--- config.mk ---
export PLATFORM = sky130hd
export DESIGN_NAME = wdtc_top
export DESIGN_NICKNAME = d
export VERILOG_FILES = /design/src/hw/wdtc_pkg.sv /design/src/hw/wdtc_counter.sv /design/src/hw/wdtc_top.sv
export VERILOG_INCLUDE_DIRS = /design/src /design/src/hw
export SDC_FILE = /design/constraint.sdc
export NUM_CORES = 1
export LEC_CHECK = 0
export ABC_AREA = 1
export BUFFER_PORTS_ARGS = -buffer_cell sky130_fd_sc_hd__clkbuf_2
export CORE_ASPECT_RATIO = 0.9
export CORE_MARGIN = 2
export CORE_UTILIZATION = 49
export DETAILED_ROUTE_END_ITERATION = 8
export GPL_TIMING_DRIVEN = 0
export PLACE_DENSITY_LB_ADDON = 0.3
export SETUP_SLACK_MARGIN = 0.5
export SLEW_MARGIN = 20
export SYNTH_ARGS = -nofsm -noshare
export SYNTH_HDL_FRONTEND = slang
export SYNTH_HIERARCHICAL = 1
export SYNTH_SLANG_ARGS = --single-unit
--- constraint.sdc ---
create_clock -name clock -period 2.76 [get_ports clock]
set_input_delay 0.138 -clock clock [delete_from_list [all_inputs] [get_ports clock]]
set_output_delay 0.138 -clock clock [all_outputs]
set_load 0.005 [all_outputs]
--- src/hw/wdtc_defines.svh ---
// Purpose: Offsets, field positions and timing counts of the watchdog configuration block
// Assumes: APB byte addresses, 32-bit data, 8-bit control word in the low bits
// Notes:   Definitions only
`ifndef WDTC_DEFINES_SVH
`define WDTC_DEFINES_SVH

// ****************************************
// Register offsets
// ****************************************
`define WDTC_ADDR_W        12
`define WDTC_OFS_CTRL      12'h000
`define WDTC_OFS_CAUSE     12'h004
`define WDTC_OFS_KICK      12'h008

// ****************************************
// Control word and cause register fields
// ****************************************
`define WDTC_BIT_IRQF      7
`define WDTC_BIT_IRQE      6
`define WDTC_BIT_SEL3      5
`define WDTC_BIT_UNLOCK    4
`define WDTC_BIT_EN        3
`define WDTC_CAUSE_RSTF    3

// ****************************************
// Counts and constants
// ****************************************
`define WDTC_UNLOCK_CYC    3'h4
`define WDTC_UNLOCK_NONE   3'h0
`define WDTC_SEL_MAX       4'h9
`define WDTC_BASE_LOG2     11
`define WDTC_RESET_VECTOR  16'h0000
`define WDTC_START_WAIT    2'h3

`endif

--- src/hw/wdtc_pkg.sv ---
// Purpose: Types shared by the watchdog configuration block
// Assumes: wdtc_defines.svh gives the APB address width; other widths are fixed here
// Notes:   Bus request and response travel as packed structs
`include "wdtc_defines.svh"

package wdtc_pkg;

  typedef struct packed {
    logic                     psel;
    logic                     penable;
    logic                     pwrite;
    logic [`WDTC_ADDR_W-1:0]  paddr;
    logic [31:0]              pwdata;
  } wdtc_apb_req_s;

  typedef struct packed {
    logic        pready;
    logic        pslverr;
    logic [31:0] prdata;
  } wdtc_apb_rsp_s;

  typedef enum logic {
    WDTC_LVL1,
    WDTC_LVL2
  } wdtc_level_e;

  typedef struct packed {
    wdtc_apb_rsp_s rsp;
    logic [1:0]    oscSync;
    logic          oscPrev;
    logic [1:0]    fuseSync;
    logic [1:0]    startCnt;
    logic          lvlValid;
    wdtc_level_e   level;
    logic [2:0]    window;
    logic          en;
    logic          irqEn;
    logic          irqFlag;
    logic [3:0]    sel;
    logic          rstFlag;
    logic          irqOut;
    logic          sysRst;
    logic [15:0]   resetVector;
  } wdtc_state_s;

endpackage : wdtc_pkg

--- src/hw/wdtc_counter.sv ---
// Purpose: Time-out counter stepped by watchdog oscillator ticks
// Assumes: tick is already synchronised to clock and lasts one cycle
// Notes:   expire is a registered one-cycle pulse
`timescale 1ns/10ps
`include "wdtc_defines.svh"

module wdtc_counter #(
  parameter int CNT_W = 20
) (
  input  wire logic             clock,
  input  wire logic             arst_n,
  input  wire logic             tick,
  input  wire logic             clear,
  input  wire logic             run,
  input  wire logic [3:0]       sel,
  output logic                  expire
);

  // Longest period must fit in the counter
  if (CNT_W < `WDTC_BASE_LOG2 + `WDTC_SEL_MAX) begin : g_badWidth
    $error("wdtc_counter: CNT_W too small");
  end

  typedef struct packed {
    logic [CNT_W-1:0] count;
    logic             expire;
  } wdtc_cnt_state_s;

  wdtc_cnt_state_s s_r;
  wdtc_cnt_state_s s_nxt;
  logic [CNT_W:0]  limit;

  always_comb begin
    s_nxt        = s_r;
    s_nxt.expire = 1'b0;
    limit = (CNT_W+1)'((CNT_W+1)'(1) << (`WDTC_BASE_LOG2 + int'(sel))) - (CNT_W+1)'(1); // [RL2]
    if (clear || !run) begin
      s_nxt.count = '0;
    end else if (tick) begin
      if ({1'b0, s_r.count} == limit) begin
        s_nxt.count  = '0;
        s_nxt.expire = 1'b1;
      end else begin
        s_nxt.count = s_r.count + CNT_W'(1);
      end
    end
  end

  always_ff @(posedge clock or negedge arst_n) begin
    if (!arst_n) begin
      s_r <= '0;
    end else begin
      s_r <= s_nxt;
    end
  end

  assign expire = s_r.expire;

endmodule : wdtc_counter

--- src/hw/wdtc_top.sv ---
// Purpose: Watchdog configuration, timed unlock and time-out action over APB
// Assumes: wdOsc is the free-running watchdog oscillator, far slower than clock
// Notes:   One wait state on every APB access
//
// How it works
// RL1 - While running, the time-out interval follows the four-bit select field.
// RL2 - Counts oscillator cycles, 2K doubling per code up to 1024K.
// RL3 - Reserved select codes from 1010 upward fall back to a valid setting.
// RL4 - Level 1 starts disabled; writing enable one enables with no unlock.
// RL5 - Level 1 disable starts with unlock and enable written one together.
// RL6 - Then within four cycles software writes enable and select, unlock zero.
// RL7 - Protected writes count only within four cycles after the unlock write.
// RL8 - Level 2 always runs; enable reads back as one.
// RL9 - Level 2 period change starts with unlock and enable written one.
// RL10 - Level 2 second write changes only select; enable value ignored.
// RL11 - Software writes back the old select in the unlock write.
// RL12 - Watchdog reset restarts at program address zero.
// RL13 - Unlock bit clears itself four cycles after being written.
// RL14 - Time-out gives interrupt if irq enable, reset if only enable.
// RL15 - Level 1 enable is forced on while the reset flag is set.
// RL16 - With both enables set, a time-out clears irq enable.
// RL17 - Safety level is a fuse input captured once after reset.
// RL18 - Oscillator events pass a synchroniser before touching flags.
`timescale 1ns/10ps
`include "wdtc_defines.svh"

module wdtc_top #(
  parameter int CNT_W = 20
) (
  input  wire logic                   clock,
  input  wire logic                   arst_n,
  input  wdtc_pkg::wdtc_apb_req_s     apbReq,
  output wdtc_pkg::wdtc_apb_rsp_s     apbRsp,
  input  wire logic                   wdOsc,
  input  wire logic                   alwaysOnFuse,
  input  wire logic                   irqAck,
  output logic                        timeoutIrq,
  output logic                        sysReset,
  output logic [15:0]                 resetVector
);

  // ****************************************
  // State
  // ****************************************
  wdtc_pkg::wdtc_state_s s_r;
  wdtc_pkg::wdtc_state_s s_nxt;
  logic                  tick;
  logic                  expire;
  logic                  cntClear;

  // ****************************************
  // Parameter check
  // ****************************************
  // A narrower counter would wrap before the longest period ends
  if (CNT_W < `WDTC_BASE_LOG2 + `WDTC_SEL_MAX) begin : g_badWidth
    $error("wdtc_top: CNT_W too small");
  end

  // Reserved codes use the longest valid period
  function automatic logic [3:0] effSel(input logic [3:0] sel);
    effSel = (sel > `WDTC_SEL_MAX) ? `WDTC_SEL_MAX : sel; // [RL3]
  endfunction : effSel

  function automatic logic [7:0] ctrlWord(input wdtc_pkg::wdtc_state_s s);
    ctrlWord = {s.irqFlag, s.irqEn, s.sel[3], (s.window != `WDTC_UNLOCK_NONE), s.en,
                s.sel[2:0]};
  endfunction : ctrlWord

  // Select field is split around the unlock and enable bits
  function automatic logic [3:0] wrSel(input logic [7:0] w);
    wrSel = {w[`WDTC_BIT_SEL3], w[2:0]};
  endfunction : wrSel

  // ****************************************
  // Next state
  // ****************************************
  logic       access;
  logic       wrCommit;
  logic       lvl2;
  logic       inWin;
  logic       unlockReq;
  logic       protWr;
  logic [7:0] d;

  always_comb begin
    s_nxt            = s_r;
    // Response fields stand for one cycle only
    s_nxt.rsp        = '0;
    s_nxt.sysRst     = 1'b0;
    cntClear         = 1'b0;
    // ****************************************
    // Synchronisers and level capture
    // ****************************************
    // Osc edge only seen after two flops
    s_nxt.oscSync    = {s_r.oscSync[0], wdOsc}; // [RL18]
    s_nxt.oscPrev    = s_r.oscSync[1];
    tick             = s_r.oscSync[1] & ~s_r.oscPrev; // [RL18]
    s_nxt.fuseSync   = {s_r.fuseSync[0], alwaysOnFuse};
    // Fuse caught once, after the synchroniser has filled
    if (!s_r.lvlValid) begin
      if (s_r.startCnt == `WDTC_START_WAIT) begin
        s_nxt.lvlValid = 1'b1; // [RL17]
        s_nxt.level = s_r.fuseSync[1] ? wdtc_pkg::WDTC_LVL2 : wdtc_pkg::WDTC_LVL1; // [RL17]
      end else begin
        s_nxt.startCnt = s_r.startCnt + 2'h1;
      end
    end
    // ****************************************
    // Unlock window
    // ****************************************
    // Back-to-back transfers put the protected commit three edges after the unlock
    lvl2 = s_r.lvlValid && (s_r.level == wdtc_pkg::WDTC_LVL2);
    inWin = (s_r.window != `WDTC_UNLOCK_NONE);
    if (inWin) begin
      s_nxt.window = s_r.window - 3'h1; // [RL13]
    end
    // ****************************************
    // APB slave
    // ****************************************
    access   = apbReq.psel & apbReq.penable;
    wrCommit = access & s_r.rsp.pready & apbReq.pwrite;
    d        = apbReq.pwdata[7:0];
    unlockReq = d[`WDTC_BIT_UNLOCK] & d[`WDTC_BIT_EN]; // [RL5] [RL9]
    protWr   = inWin & ~d[`WDTC_BIT_UNLOCK]; // [RL7]
    // Read data show the state at the first access edge
    if (access && !s_r.rsp.pready) begin
      s_nxt.rsp.pready  = 1'b1;
      s_nxt.rsp.pslverr = 1'b0;
      s_nxt.rsp.prdata  = '0;
      case (apbReq.paddr)
        `WDTC_OFS_CTRL:  s_nxt.rsp.prdata[7:0] = ctrlWord(s_r);
        `WDTC_OFS_CAUSE: s_nxt.rsp.prdata[`WDTC_CAUSE_RSTF] = s_r.rstFlag;
        `WDTC_OFS_KICK:  s_nxt.rsp.prdata = '0;
        default:         s_nxt.rsp.pslverr = 1'b1;
      endcase
    end
    if (wrCommit) begin
      case (apbReq.paddr)
        `WDTC_OFS_CTRL: begin
          cntClear = 1'b1;
          if (d[`WDTC_BIT_IRQF]) begin
            s_nxt.irqFlag = 1'b0;
          end
          s_nxt.irqEn = d[`WDTC_BIT_IRQE];
          if (unlockReq) begin
            s_nxt.window = `WDTC_UNLOCK_CYC; // [RL7]
          end
          if (!lvl2) begin
            s_nxt.sel = wrSel(d);
            if (d[`WDTC_BIT_EN]) begin
              s_nxt.en = 1'b1; // [RL4]
            end else if (protWr) begin
              s_nxt.en = 1'b0; // [RL6] [RL7]
            end
          end else if (protWr) begin
            s_nxt.sel = wrSel(d); // [RL10]
          end
          if (protWr) begin
            s_nxt.window = `WDTC_UNLOCK_NONE;
          end
        end
        `WDTC_OFS_CAUSE: s_nxt.rstFlag = s_r.rstFlag & d[`WDTC_CAUSE_RSTF];
        `WDTC_OFS_KICK:  cntClear = 1'b1;
        default:         cntClear = cntClear;
      endcase
    end
    if (irqAck) begin
      s_nxt.irqFlag = 1'b0;
    end
    // ****************************************
    // Time-out action; events win over clears
    // ****************************************
    if (expire) begin
      if (s_r.irqEn) begin
        s_nxt.irqFlag = 1'b1; // [RL14]
        if (s_r.en) begin
          s_nxt.irqEn = 1'b0; // [RL16]
        end
      end else if (s_r.en) begin
        s_nxt.sysRst  = 1'b1; // [RL14]
        s_nxt.rstFlag = 1'b1;
      end
    end
    // ****************************************
    // Enable overrides
    // ****************************************
    // A pending reset flag keeps enable up so a failing loop keeps resetting
    s_nxt.en = s_nxt.en | lvl2 | (s_nxt.lvlValid & s_nxt.level == wdtc_pkg::WDTC_LVL2)
               | s_nxt.rstFlag; // [RL8] [RL15]
    // Once raised the request stays until the flag clears, even after irq enable
    // clears itself; a watchdog reset supersedes it
    s_nxt.irqOut      = s_nxt.irqFlag & ~s_nxt.sysRst
                        & (s_nxt.irqEn | s_r.irqOut | (expire & s_r.irqEn)); // [RL14] [RL16]
    s_nxt.resetVector = `WDTC_RESET_VECTOR; // [RL12]
  end

  always_ff @(posedge clock or negedge arst_n) begin
    if (!arst_n) begin
      s_r <= '0;
    end else begin
      s_r <= s_nxt;
    end
  end

  // ****************************************
  // Counter
  // ****************************************
  // Any control write restarts the count, so a rewrite doubles as a kick
  wdtc_counter #(
    .CNT_W (CNT_W)
  ) u_counter (
    .clock  (clock),
    .arst_n (arst_n),
    .tick   (tick),
    .clear  (cntClear | s_r.sysRst),
    .run    (s_r.en | s_r.irqEn), // [RL1]
    .sel    (effSel(s_r.sel)), // [RL1] [RL3]
    .expire (expire)
  );

  // ****************************************
  // Outputs
  // ****************************************
  assign apbRsp      = s_r.rsp;
  assign timeoutIrq  = s_r.irqOut;
  assign sysReset    = s_r.sysRst;
  assign resetVector = s_r.resetVector;

endmodule : wdtc_top

==> flow_metrics.py <==
metrics = {
    "clocking": {
        "cts_buffers": 5,
        "tritoncts": "done",
        "cts.sinks": 53,
        "h-tree-depth": 2,
        "cts.clk_slew.worst_paths_ps": 100,
        "worstSkewPairLatency_ps": 310,
        "clockBufferDepth": 2,
        "cts_root_buf": "clkbuf_8",
    },
    "route": {
        "drc": 0,
        "vias": 3946,
        "ant_nets": 0,
        "drt-total-wl_um": 9570,
        "viasPerCell": 4.84,
        "wl_per_cell_um": 11.7,
        "drt_iter0_markers": 388,
        "firstDrtPassIters": 5,
    },
    "place": {
        "place_congestion": 0.924,
        "placed_area_mm2": 0.00457,
        "dpl.hpwl_um": 6820,
        "io_buffer_count": 39,
    },
    "floorplanning": {
        "ioPinCount": 104,
        "num_rows": 31,
        "die_h_um": 90.3,
        "dieArea_mm2": 0.00902,
        "die_x_um": 99.9,
        "start_util_pct": 50.5,
        "design.core.area_mm2": 0.00803,
    },
    "power_and_ir_drop": {
        "p_per_area_mw_per_mm2": 330,
        "p_clk_share_pct": 25.6,
        "power_frac_seq_pct": 52.2,
        "p_sw_uw": 532,
        "p_int_uw": 1180,
        "ir_worst_vdd_v": 0.000319,
        "sw_frac_of_total_pct": 31.0,
        "comb_power_share_pct": 22.2,
        "leakagePower_uw": 0.00275,
    },
    "sta": {
        "finalCritPeriodShare_pct": 95.6,
        "finClkSkew_ps": 10.5,
        "period_needed_ps": 2640,
        "finalSetupViolations": 0,
        "slew_violations": 0,
        "max_freq_mhz": 379,
        "whs_ps": 46.1,
        "rsz0062_at_grt": "yes",
        "hold_viol_final": 0,
        "worst_slew_pin_slew_ps": 698,
        "slew_headroom_pct": 53.5,
    },
    "run": {
        "cap_violations": 0,
    },
    "grt": {
        "grt_pass1_vias": 3698,
        "grt_max_degree": 54,
        "grt_first_pass_wirelength_um": 16400,
        "overflow": 0,
        "track_usage_pct": 21.9,
        "antenna_found_initial": 0,
    },
    "synth": {
        "synth_compound_area_share_pct": 5.95,
        "synth_area_leaders": "dfrtp_1 (33%), nand2_1 (17%), buf_4 (9.3%)",
        "synth_xor_area_share_pct": 1.51,
        "yosys_warnings": 6,
        "synthSimpleGateAreaFrac_pct": 38.5,
        "synth_cell_types": 39,
        "synth_top_family_by_area": "simple AND/OR/NAND/NOR gates",
        "synth.top_cell.area_share_pct": 32.7,
        "synth.ff_latch_count": 53,
        "synth-seq-area-share_pct": 32.7,
        "syn-cell-area_mm2": 0.00406,
        "syn_inst": 606,
        "synthAdderAreaFrac_pct": 2.47,
        "synth.area.mux_share_pct": 0,
        "synth_top_area_cell": "dfrtp_1",
        "avgSynthCellArea_um2": 6.69,
    },
    "layout": {
        "layout_commonest_cell": "nand2_1",
        "nNetsFinal": 776,
        "final-seq-area_mm2": 0.00133,
        "fill_cells": 702,
        "final_cell_mix": "nand2_1 (150), inv_1 (77), buf_4 (65)",
        "final_area_mm2": 0.00520,
        "insertedDiodeCount": 0,
        "drive_gt1_share_pct": 30.8,
        "area_growth_syn_to_layout_pct": 28.1,
        "multi_input_area_mm2": 0.00245,
    },
    "critical_path": {
        "start_kind": "flip-flop",
        "cp.required_ps": 2960,
        "critical_path_class": "flip-flop to flip-flop",
        "crit_path_end_kind": "flip-flop",
        "cp.arrival_ps": 2840,
        "cp_max_fo": 7,
    },
    "status": {
        "status": "finished clean",
    },
    "min_path": {
        "min_path_type": "input pin to flip-flop",
    },
}
-- power by group through the flow --
stage | registers (µW) | clock network (µW) | logic (µW)
3_3_place_gp | 905 | 0 | 349
6_report | 895 | 439 | 380
5_1_grt | 907 | 488 | 444
2_1_floorplan | 894 | 0 | 285
3_5_place_dp | 908 | 0 | 363
4_1_cts | 893 | 456 | 372
-- critical path, cell delays in order (launching register included) --
cell and delay, ps:
dfrtp_2 480, o21ai_2 80, nand2_2 90, nor2_4 140, ha_4 240, inv_6 90, nand3_4 90, nand2_4 130
nand2_8 90, nand2_4 90, nand3_4 60, nor2_4 120, nand2_2 70, nor2_4 120, nand2_2 80, nor2_4 100
nand3_4 150, buf_16 190, nand2_2 50, nand2_1 40
-- Yosys cell counts --
cell      count
a21boi_1      1
buf_4        50
o21ai_2       4
nor2_8        2
a211oi_1      1
o21bai_1      1
inv_1        84
o22ai_1       1
or2_2         1
nor2_4        3
nor3_2        1
nor2_1       60
clkinv_1      2
nor3_1       12
xnor2_1       3
ha_1          8
nand3_2       7
nand2_4       2
nand3_1      44
nand2_2       5
dfrtp_1      53
buf_6         1
clkinv_2      1
nor2_2        9
xor2_1        4
o21ai_0      10
o21a_1        2
clkbuf_1      6
or2_1         1
nor4_1        1
buf_2         2
inv_2         3
conb_1        2
nand3b_1      1
nand2_1     184
a31oi_1       2
a21oi_1      15
o21ai_1       5
nand4_1      12
-- routing by layer --
layer  track usage, %  part of all wire, %  up-vias  routed length, µm
li1                 -                    -     2014                  -
met1             29.5                   43     1753               4120
met2             36.7                   48      161               4600
met3             3.56                  7.3       18                695
met4             5.59                  1.6        0                157
met5                0                    0        -                  0
-- what timing repair did --
item                       in CTS  in global routing
pin swaps                      23                 27
gates cloned                    1                  0
hold buffers                    3                  0
buffers inserted               15                  5
setup endpoints to repair      20                 20
hold endpoints to repair       55                  0
resized for setup              30                 58
-- registers in the layout, summed over array words and instances, names as in the netlist --
| register | cells |
|---|---|
| apbRsp | 10 |
| s_nxt | 3 |
| s_r | 17 |
| sysReset | 1 |
| timeoutIrq | 1 |
| u_counter/expire | 1 |
| u_counter/s_r | 20 |
-- final timing paths --
kind | cells past startpoint | endpoint | startpoint | slack, ps
min in group asynchronous | 2 | s_r[32]$_DFFE_PN0P_ | arst_n | 440
worst min-delay path | 3 | s_r[22]$_DFFE_PN0P_ | apbReq[5] | 50
worst min register to register | 0 | s_r[34]$_DFF_PN0_ | s_nxt[34]$_DFF_PN0_ | 360
worst max register to register | 19 | u_counter/s_r[4]$_DFFE_PN0P_ | s_r[22]$_DFFE_PN0P_ | 120
max in group asynchronous | 2 | s_r[22]$_DFFE_PN0P_ | arst_n | 1820
worst max-delay path | 19 | u_counter/s_r[4]$_DFFE_PN0P_ | s_r[22]$_DFFE_PN0P_ | 120
-- area by class of cell --
| class | instances | share of cell area, % |
|---|---|---|
| Buffer | 59 | 8.14 |
| Clock buffer | 6 | 1.40 |
| Clock inverter | 2 | 0.289 |
| Inverter | 90 | 6.67 |
| Multi-Input combinational cell | 444 | 47.2 |
| Sequential cell | 53 | 25.5 |
| Tap cell | 99 | 2.38 |
| Timing Repair Buffer | 63 | 8.33 |
-- metrics by stage --
stage          TNS [ps]  utilization (%)  cells  power, µW  worst slack (ps)
5_1_grt            -555             64.7    816       1840             -53.0
3_3_place_gp       -237             56.9    784       1250             -33.2
6_report              0             64.7    816       1710               122
2_1_floorplan         0                -    646       1180               330
4_1_cts               0             61.7    811       1720               161
3_5_place_dp       -890             56.9    784       1270              -109
-- kinds of logic (layout without fill, tap and decap cells) --
kind of cell,count (synthesis),after routing
AND/OR/NAND/NOR,345,345
buffers and inverters,149,220
flip-flops,53,53
AO/OA/AOI/OAI,42,42
adder cells (fa/ha/maj),8,8
XOR/XNOR,7,7
other,2,42
Note: power is estimated with default switching activity, not from simulation.
